**config.mk**
```make
export PLATFORM = sky130hd
export DESIGN_NAME = scrs_core
export DESIGN_NICKNAME = d
export VERILOG_FILES = /design/src/scrs_pkg.sv /design/src/scrs_core.sv
export VERILOG_INCLUDE_DIRS = /design/src
export SDC_FILE = /design/constraint.sdc
export NUM_CORES = 1
export LEC_CHECK = 0
export BUFFER_PORTS_ARGS = -buffer_cell sky130_fd_sc_hd__clkbuf_2
export CORE_ASPECT_RATIO = 0.5
export CORE_MARGIN = 10
export CORE_UTILIZATION = 35
export CTS_CLUSTER_DIAMETER = 50
export DETAILED_ROUTE_END_ITERATION = 7
export PLACE_DENSITY = 0.59
export SYNTH_ARGS = -nofsm -noshare
export SYNTH_HDL_FRONTEND = slang
export SYNTH_SLANG_ARGS = --single-unit
```
**constraint.sdc**
```tcl
create_clock -name clk_in -period 2.4 [get_ports clk_in]
set_input_delay 0.24 -clock clk_in [delete_from_list [all_inputs] [get_ports clk_in]]
set_output_delay 0.24 -clock clk_in [all_outputs]
set_load 0.02 [all_outputs]
```
**src/scrs_defines.svh**
```systemverilog
// Constants of the start-up configuration and reference select block.
// Assumes a 100 MHz core clock; included by the package and the design.
`ifndef SCRS_DEFINES_SVH
`define SCRS_DEFINES_SVH

// Register port map (byte offsets)
`define SCRS_ADDR_W 8
`define SCRS_REG_MODE 8'h00
`define SCRS_REG_STATUS 8'h04
`define SCRS_REG_REFSEL 8'h13
`define SCRS_REG_SWITCH 8'h14
`define SCRS_REG_XTAL 8'h18
`define SCRS_REG_CFG_BASE 8'h20
`define SCRS_REG_CFG_STRIDE 8'h04

// Field positions
`define SCRS_REFSEL_SWAP_BIT 1
`define SCRS_SWITCH_SM_LSB 0
`define SCRS_XTAL_W 6

// Reset values and stored configuration sizes
`define SCRS_REFSEL_RST 8'h00
`define SCRS_SWITCH_RST 8'h00
`define SCRS_XTAL_RST 6'h00
`define SCRS_CFG_W 8
`define SCRS_CFG_DEPTH 4

// Timing
`define SCRS_CLK_MHZ 100
`define SCRS_HOLD_MS 10
`define SCRS_SETTLE_MS 1
`define SCRS_HOLD_CYC (`SCRS_HOLD_MS * 1000 * `SCRS_CLK_MHZ)
`define SCRS_SETTLE_CYC (`SCRS_SETTLE_MS * 1000 * `SCRS_CLK_MHZ)
`define SCRS_CNT_W 20

`endif

```
**src/scrs_pkg.sv**
```systemverilog
// Types of the start-up configuration and reference select block.
// Assumes scrs_defines.svh is on the include path.
`include "scrs_defines.svh"

package scrs_pkg;

    typedef enum logic [1:0] {
        SCRS_ST_BOOT = 2'b00,
        SCRS_ST_LOAD = 2'b01,
        SCRS_ST_RUN = 2'b10
    } scrs_state_t;

    typedef struct packed {
        logic [`SCRS_ADDR_W-1:0] addr;
        logic [7:0] wdata;
        logic wr;
        logic rd;
    } scrs_bus_req_t;

    typedef struct packed {
        logic xtal_sel;
        logic differential_ref_input_sel;
    } scrs_ref_en_t;

    typedef struct packed {
        scrs_state_t state;
        logic hw_mode;
        logic [1:0] sel_meta;
        logic [1:0] sel_sync;
        logic [1:0] sel_seen;
        logic [1:0] cfg_idx;
        logic csel_meta;
        logic csel_sync;
        logic want_differential_ref_input;
        logic on_differential_ref_input;
        logic [`SCRS_CNT_W-1:0] settle_cnt;
        logic [23:0] hold_cnt;
        logic hold_done;
        logic busy;
        logic deny_seen;
        logic swap;
        logic [1:0] sm;
        logic [`SCRS_XTAL_W-1:0] xtal;
        logic [7:0] rdata;
        logic [7:0] active_cfg;
    } scrs_state_reg_t;

endpackage

```
**src/scrs_core.sv**
```systemverilog
// Start-up configuration loader and reference input selector.
// Assumes strap and select pins are synchronous-ish levels from the board,
// stored configurations come from a one-time memory image on a port.
//
// The implementer's own choices: the plain strobed port and the address map.
`timescale 1ns/1ps
`include "scrs_defines.svh"

module scrs_core
    import scrs_pkg::*;
(
    input wire logic clk_in, // Core clock
    input wire logic sys_rst_in, // Power-on reset, sync, high
    input wire logic mode_strap_pin_in, // Mode strap
    input wire logic config_select_bit0_in, // Config select bit 0
    input wire logic config_select_bit1_in, // Config select bit 1
    input wire logic input_clock_select_pin_in, // Reference select
    input wire logic [`SCRS_CFG_W*`SCRS_CFG_DEPTH-1:0] otp_image_in, // Stored
    input wire scrs_bus_req_t bus_in, // Register port request
    input wire logic xtal_stopped_in, // Crystal gate has closed
    input wire logic differential_ref_input_stopped_in, // Differential gate has closed
    output scrs_ref_en_t ref_en_out, // Reference gate enables
    output logic [`SCRS_XTAL_W-1:0] crystal_load_trim_out, // Cap trim code
    output logic [`SCRS_CFG_W-1:0] active_config_out, // Loaded config
    output logic [1:0] config_index_out, // Loaded config index
    output logic hw_mode_out, // High in hardware select mode
    output logic config_busy_out, // Load or settle in progress
    output logic [7:0] rdata_out // Read data, cycle after strobe
);

    localparam logic [`SCRS_CNT_W-1:0] SETTLE_CYC =
        `SCRS_CNT_W'(`SCRS_SETTLE_CYC);
    localparam logic [23:0] HOLD_CYC = 24'(`SCRS_HOLD_CYC);

    scrs_state_reg_t r;
    scrs_state_reg_t next_r;

    // Picks one stored configuration from the flat image
    function automatic logic [`SCRS_CFG_W-1:0] cfg_pick(
        input logic [`SCRS_CFG_W*`SCRS_CFG_DEPTH-1:0] img,
        input logic [1:0] idx);
        cfg_pick = img[idx*`SCRS_CFG_W +: `SCRS_CFG_W];
    endfunction

    function automatic logic hit(input logic [`SCRS_ADDR_W-1:0] a,
                                 input logic [`SCRS_ADDR_W-1:0] off);
        hit = (a == off);
    endfunction

    logic [`SCRS_CFG_W-1:0] cfg_word [`SCRS_CFG_DEPTH];

    genvar gi;
    generate
        for (gi = 0; gi < `SCRS_CFG_DEPTH; gi++) begin : g_cfg
            assign cfg_word[gi] = cfg_pick(otp_image_in, 2'(gi));
        end
    endgenerate

    always_comb begin
        logic [7:0] rd;
        logic pin_differential_ref_input;
        logic manual;
        rd = 8'h00;
        pin_differential_ref_input = 1'b0;
        manual = 1'b0;
        next_r = r;
        // Two-stage synchronisers; first stage feeds only the second
        next_r.sel_meta = {config_select_bit1_in, config_select_bit0_in};
        next_r.sel_sync = r.sel_meta;
        next_r.csel_meta = input_clock_select_pin_in;
        next_r.csel_sync = r.csel_meta;

        if (!r.hold_done) begin
            next_r.hold_cnt = r.hold_cnt + 24'h000001;
            if (r.hold_cnt == HOLD_CYC - 24'h000001) begin
                next_r.hold_done = 1'b1;
            end
        end

        unique case (r.state)
            SCRS_ST_BOOT: begin
                next_r.hw_mode = mode_strap_pin_in;
                next_r.state = SCRS_ST_LOAD;
                next_r.sel_seen = {config_select_bit1_in,
                                   config_select_bit0_in};
                next_r.busy = 1'b1;
            end
            SCRS_ST_LOAD: begin
                if (r.hw_mode) begin
                    next_r.cfg_idx = r.sel_seen;
                    next_r.active_cfg = cfg_word[r.sel_seen];
                end else begin
                    next_r.cfg_idx = 2'b00;
                    next_r.active_cfg = cfg_word[0];
                end
                next_r.settle_cnt = SETTLE_CYC;
                next_r.state = SCRS_ST_RUN;
            end
            SCRS_ST_RUN: begin
                if (r.settle_cnt != '0) begin
                    next_r.settle_cnt = r.settle_cnt - `SCRS_CNT_W'(1);
                end else begin
                    next_r.busy = 1'b0;
                end
                // Changes before the hold window ends are acted on once it ends; the
                // board is not supposed to make them
                if (r.hw_mode && r.hold_done && !r.busy &&
                    r.sel_sync != r.sel_seen) begin
                    next_r.sel_seen = r.sel_sync;
                    next_r.busy = 1'b1;
                    next_r.state = SCRS_ST_LOAD;
                end
            end
            default: begin
                next_r.state = SCRS_ST_BOOT;
            end
        endcase

        // Register writes
        if (bus_in.wr) begin
            if (r.hw_mode) begin
                next_r.deny_seen = 1'b1;
            end else begin
                if (hit(bus_in.addr, `SCRS_REG_REFSEL)) begin
                    next_r.swap = bus_in.wdata[`SCRS_REFSEL_SWAP_BIT];
                end
                if (hit(bus_in.addr, `SCRS_REG_SWITCH)) begin
                    next_r.sm = bus_in.wdata[`SCRS_SWITCH_SM_LSB +: 2];
                end
                if (hit(bus_in.addr, `SCRS_REG_XTAL)) begin
                    next_r.xtal = bus_in.wdata[`SCRS_XTAL_W-1:0];
                end
                if (hit(bus_in.addr, `SCRS_REG_MODE)) begin
                    next_r.deny_seen = 1'b0;
                end
            end
        end

        // Register reads
        if (bus_in.rd) begin
            if (hit(bus_in.addr, `SCRS_REG_MODE)) begin
                rd = {6'h00, r.deny_seen, r.hw_mode};
            end else if (hit(bus_in.addr, `SCRS_REG_STATUS)) begin
                rd = {1'b0, r.hold_done, r.on_differential_ref_input, r.want_differential_ref_input,
                      r.busy, 1'b0, r.cfg_idx};
            end else if (hit(bus_in.addr, `SCRS_REG_REFSEL)) begin
                rd = {6'h00, r.swap, 1'b0};
            end else if (hit(bus_in.addr, `SCRS_REG_SWITCH)) begin
                rd = {6'h00, r.sm};
            end else if (hit(bus_in.addr, `SCRS_REG_XTAL)) begin
                rd = {2'b00, r.xtal};
            end else if (bus_in.addr >= `SCRS_REG_CFG_BASE &&
                         bus_in.addr < `SCRS_REG_CFG_BASE +
                         `SCRS_ADDR_W'(`SCRS_CFG_DEPTH * 4)) begin
                rd = cfg_word[bus_in.addr[3:2]];
            end
        end
        next_r.rdata = rd;

        // Manual switchover: pin xor swap picks the source
        manual = ~r.sm[1];
        pin_differential_ref_input = r.csel_sync ^ r.swap;
        if (manual) begin
            next_r.want_differential_ref_input = pin_differential_ref_input;
        end
        // Break before make: drop the old gate, wait for it to stop
        if (r.want_differential_ref_input != r.on_differential_ref_input) begin
            if (r.want_differential_ref_input ? xtal_stopped_in : differential_ref_input_stopped_in) begin
                next_r.on_differential_ref_input = r.want_differential_ref_input;
            end
        end

        if (sys_rst_in) begin
            next_r = '0;
            next_r.state = SCRS_ST_BOOT;
            next_r.swap = 1'(`SCRS_REFSEL_RST >> `SCRS_REFSEL_SWAP_BIT);
            next_r.sm = 2'(`SCRS_SWITCH_RST);
            next_r.xtal = `SCRS_XTAL_RST;
        end
    end

    always_ff @(posedge clk_in) begin
        r <= next_r;
    end

    // Gate open only when selection settled and the other gate is stopped
    always_comb begin
        ref_en_out.xtal_sel = !r.on_differential_ref_input && !r.want_differential_ref_input;
        ref_en_out.differential_ref_input_sel = r.on_differential_ref_input && r.want_differential_ref_input;
    end

    assign crystal_load_trim_out = r.xtal;
    assign active_config_out = r.active_cfg;
    assign config_index_out = r.cfg_idx;
    assign hw_mode_out = r.hw_mode;
    assign config_busy_out = r.busy;
    assign rdata_out = r.rdata;

endmodule

```
==> results list <==
- Run status: finished clean
* Normalized max-slew margin: 0.551
- Post-CTS timing repair inserted 0 buffers for setup.
- From left edge to right edge, the die measures 181 um.
- The hold violation total from the final report is 0.
- TritonCTS built the clock tree.
- By area the synthesized netlist is led by sky130_fd_sc_hd__dfxtp_1, sky130_fd_sc_hd__nor2_1, sky130_fd_sc_hd__mux2i_1.
- VDD sags by at most 0.427 mV.
* Number of DRC markers in iteration 0: 199
* Drc violations: 0
- Hold bufs inserted after CTS: 0
- Mapped Nets: 585
- For this block, the routed nets add up to 12,000 um of wire.
* Synth Flop Type: sky130_fd_sc_hd__dfxtp_1
* CP max FO: 9
- Global routing finished with a remaining overflow of 0.
- Height of the chip: 100 um
* Count of cells along the worst hold path: 2
- After synthesis the cells add up to 4530 um2.
- CTS Buf Count: 9
- Detailed routing inserted a total of 3,930 vias.
* Type of element capturing the critical path: register
- For the worst setup path, the data arrival time is 2.45 ns.
- Worst Tran Pin Value: 0.668 ns
- Buffers placed on the I/O ports in this run total 83.
- Synthesized netlist cell count: 522
* Fin Setup TNS: 0 ns
- Clock root buffer master: sky130_fd_sc_hd__clkbuf_16
* Pwr/cell area: 733 nW/um2
- The floorplan step defined a die boundary enclosing 18,200 um2.
- Including well taps, the total number of placed cells is 742.
- Worst R2R Path Depth: 6
- The worst setup path is of the register to register kind.
- The final layout contains 646 nets.
- Synth Register Bits: 87
- Final period util: 0.908
- Overall routing resource usage: 0.130
- Post-detailed-placement half-perimeter wirelength: 8950 um
- The tightest min-delay check is of the primary input to register type.
* CP Launch Type: register
- Starting density of the core: 0.358
- Synthesized area divided by synthesized cell count: 8.68 um2
- Antenna Diode Count: 0
- Clock tree synthesis found a total of 87 sinks.
- After detailed routing, the average wire length per cell comes to 15.9 um.
- Entering global routing, the biggest net connects 74 pins.
- Number of synthesized flops with an enable pin: 0
* Clock Pin Slew Worst Setup and Hold Paths: 0.06 ns
- Dividing the detail-routed via count by the number of cells gives 5.19.
* Number of failing setup endpoints in the final timing report: 0
- Cell taking the most area after synthesis: sky130_fd_sc_hd__dfxtp_1
* Minimum clock period after layout: 2.18 ns
* Area share of the largest cell type after synthesis: 0.384
* Pins Over Slew Limit: 0
- Async set-or-reset flop fraction in the synthesized netlist: 0
- Non-filler instance count after layout: 757
* Antenna violations before repair: 0
- The detail route stage leaves a number of antenna-violating nets equal to 0.
- For this design the static power due to leakage is 2.12 nW.
* Area of the core: 12,700 um2
- Via count of the first global-routing pass: 3,858
* Pre-CTS setup slack: 0.243 ns
- In this run, post-CTS repair resized a total of 0 instances.
* Largest buffer count on any clock path: 2
- Setup repair after global routing missed its margin: false
- The initialized floorplan defines 29 standard-cell rows.
* Max_cap viols: 0
- In the final layout, the share of cells above drive strength 1 is 0.235.
* Clock H-tree levels: 3
* Max incr delay on CP: 0.56 ns
- Slowest-stage cell, CP: sky130_fd_sc_hd__nor4_2
* Insertion delay to the later sink of the worst-skew pair: 0.34 ns
- For this run, the number of Yosys warnings is 0.
* Post-route clock skew: 0.00737 ns
- Maximum achievable frequency: 0.459 GHz
- Count of TritonRoute iterations in the first routing pass: 4
- Traced cell by cell, the critical path runs through nor4_2 > or2b_1 > o21ai_1 > buf_4 > o311ai_0 > a21oi_1.
- 86 I/O pins were placed.
- The congestion estimate from routability-driven global placement came to 0.807.
* Setup slack after layout: 0.222 ns
* Area added between synthesis and finish: 17.4%
* Count of different cell masters after synthesis: 61
- Seq/Total Area, Yosys: 0.384
* Global-route wire length before repair: 19,800 um
* Worst path required time: 2.67 ns
==> metal layers <==
layer	track usage	wire length [um]	vias to the layer above
met4	0.0416	210	0
met2	0.210	5500	89
met5	0	0	-
met1	0.166	5640	1865
li1	-	-	1964
met3	0.0341	688	12
==> state kept, by name, indices dropped and copies added, names as in the netlist <==
register / flops
config_index_out: 2
rdata_out: 8
config_busy_out: 1
hw_mode_out: 1
crystal_load_trim_out: 6
active_config_out: 8
r: 61
==> layout make-up <==
type / instances / area [um2]
flip-flops and latches: 87 / 1740
fillers: 1260 / 7340
multi-input cells: 379 / 2490
clock buffers: 11 / 243
well taps: 170 / 213
repair buffers: 97 / 533
clock inverters: 4 / 70.1
inverters: 9 / 33.8
==> report_power, final <==
group,total (mW),internal [mW],switching (mW),leakage (nW)
clock,1.48,0.931,0.548,0.155
combinational,0.797,0.342,0.455,1.26
sequential,1.62,1.52,0.103,0.707
==> synthesized netlist by cell type (10+ instances only) <==
library cell / instances
sky130_fd_sc_hd__o21ai_0: 27
sky130_fd_sc_hd__nor2_1: 58
sky130_fd_sc_hd__nor2b_1: 13
sky130_fd_sc_hd__nand2_1: 43
sky130_fd_sc_hd__nand3_1: 19
sky130_fd_sc_hd__clkbuf_1: 18
sky130_fd_sc_hd__a21oi_1: 36
sky130_fd_sc_hd__nand4_1: 10
sky130_fd_sc_hd__buf_4: 24
sky130_fd_sc_hd__xor2_1: 21
sky130_fd_sc_hd__dfxtp_1: 87
sky130_fd_sc_hd__mux2i_1: 19
==> path summary, 6_finish.rpt <==
| path | from | endpoint | slack (ns) |
|---|---|---|---|
| setup / recovery | r[54]$_SDFFE_PP0P_ | r[56]$_SDFFE_PP0P_ | 0.22 |
| hold / removal | input_clock_select_pin_in | r[75]$_SDFF_PP0_ | 0.12 |
| setup reg to reg | r[54]$_SDFFE_PP0P_ | r[56]$_SDFFE_PP0P_ | 0.22 |
| hold reg to reg | r[75]$_SDFF_PP0_ | r[74]$_SDFF_PP0_ | 0.43 |
==> logic make-up (layout without fill, tap and decap cells) <==
kind of cell | after synthesis | count (layout) | synth area share
AOI/OAI and AO/OA | 100 | 100 | 0.133
xor gates and xnor gates | 29 | 29 | 0.0560
adders and majority gates | 5 | 5 | 0.0138
buffers and inverters | 56 | 121 | 0.0665
DFF | 87 | 87 | 0.384
muxes | 30 | 30 | 0.0892
and+or+nand+nor | 215 | 215 | 0.258
==> through the flow <==
| step | hold WS (ns) | area (um2) | power, mW | util |
|---|---|---|---|---|
| finish | 0.122 | 5320 | 3.90 | 0.420 |
| global route | 0.136 | 5320 | 4.09 | 0.420 |
| CTS | 0.122 | 5320 | 3.93 | 0.420 |
| detailed placement | 0.420 | 5010 | 2.44 | 0.396 |
| global placement | 0.421 | 5010 | 2.44 | 0.396 |
| floorplan | 0.368 | 4530 | 2.19 | - |
==> cells in the final DEF (no fill, tap or decap), types with 9 or more instances in the layout <==
cell type,synthesis,routed
sky130_fd_sc_hd__clkbuf_2,0,83
sky130_fd_sc_hd__or3_1,9,9
sky130_fd_sc_hd__nor4_1,9,9
sky130_fd_sc_hd__nor2b_1,13,13
sky130_fd_sc_hd__buf_4,24,13
sky130_fd_sc_hd__a21oi_1,36,36
sky130_fd_sc_hd__xor2_1,21,21
sky130_fd_sc_hd__nand4_1,10,10
sky130_fd_sc_hd__o21ai_0,27,27
sky130_fd_sc_hd__clkbuf_16,0,9
sky130_fd_sc_hd__nand3_1,19,19
sky130_fd_sc_hd__nand2_1,43,43
sky130_fd_sc_hd__dfxtp_1,87,87
sky130_fd_sc_hd__mux2i_1,19,19
sky130_fd_sc_hd__nor2_1,58,58
sky130_fd_sc_hd__inv_1,9,9
==> critical path: cells and delay by family, from the launching register on <==
kind                   cells  cell delay [ns]
AO/OA/AOI/OAI              3             0.61
buffers and inverters      1             0.19
flip-flops                 1             0.39
AND/OR/NAND/NOR            2             0.91
Note: power is estimated with default switching activity, not from simulation.
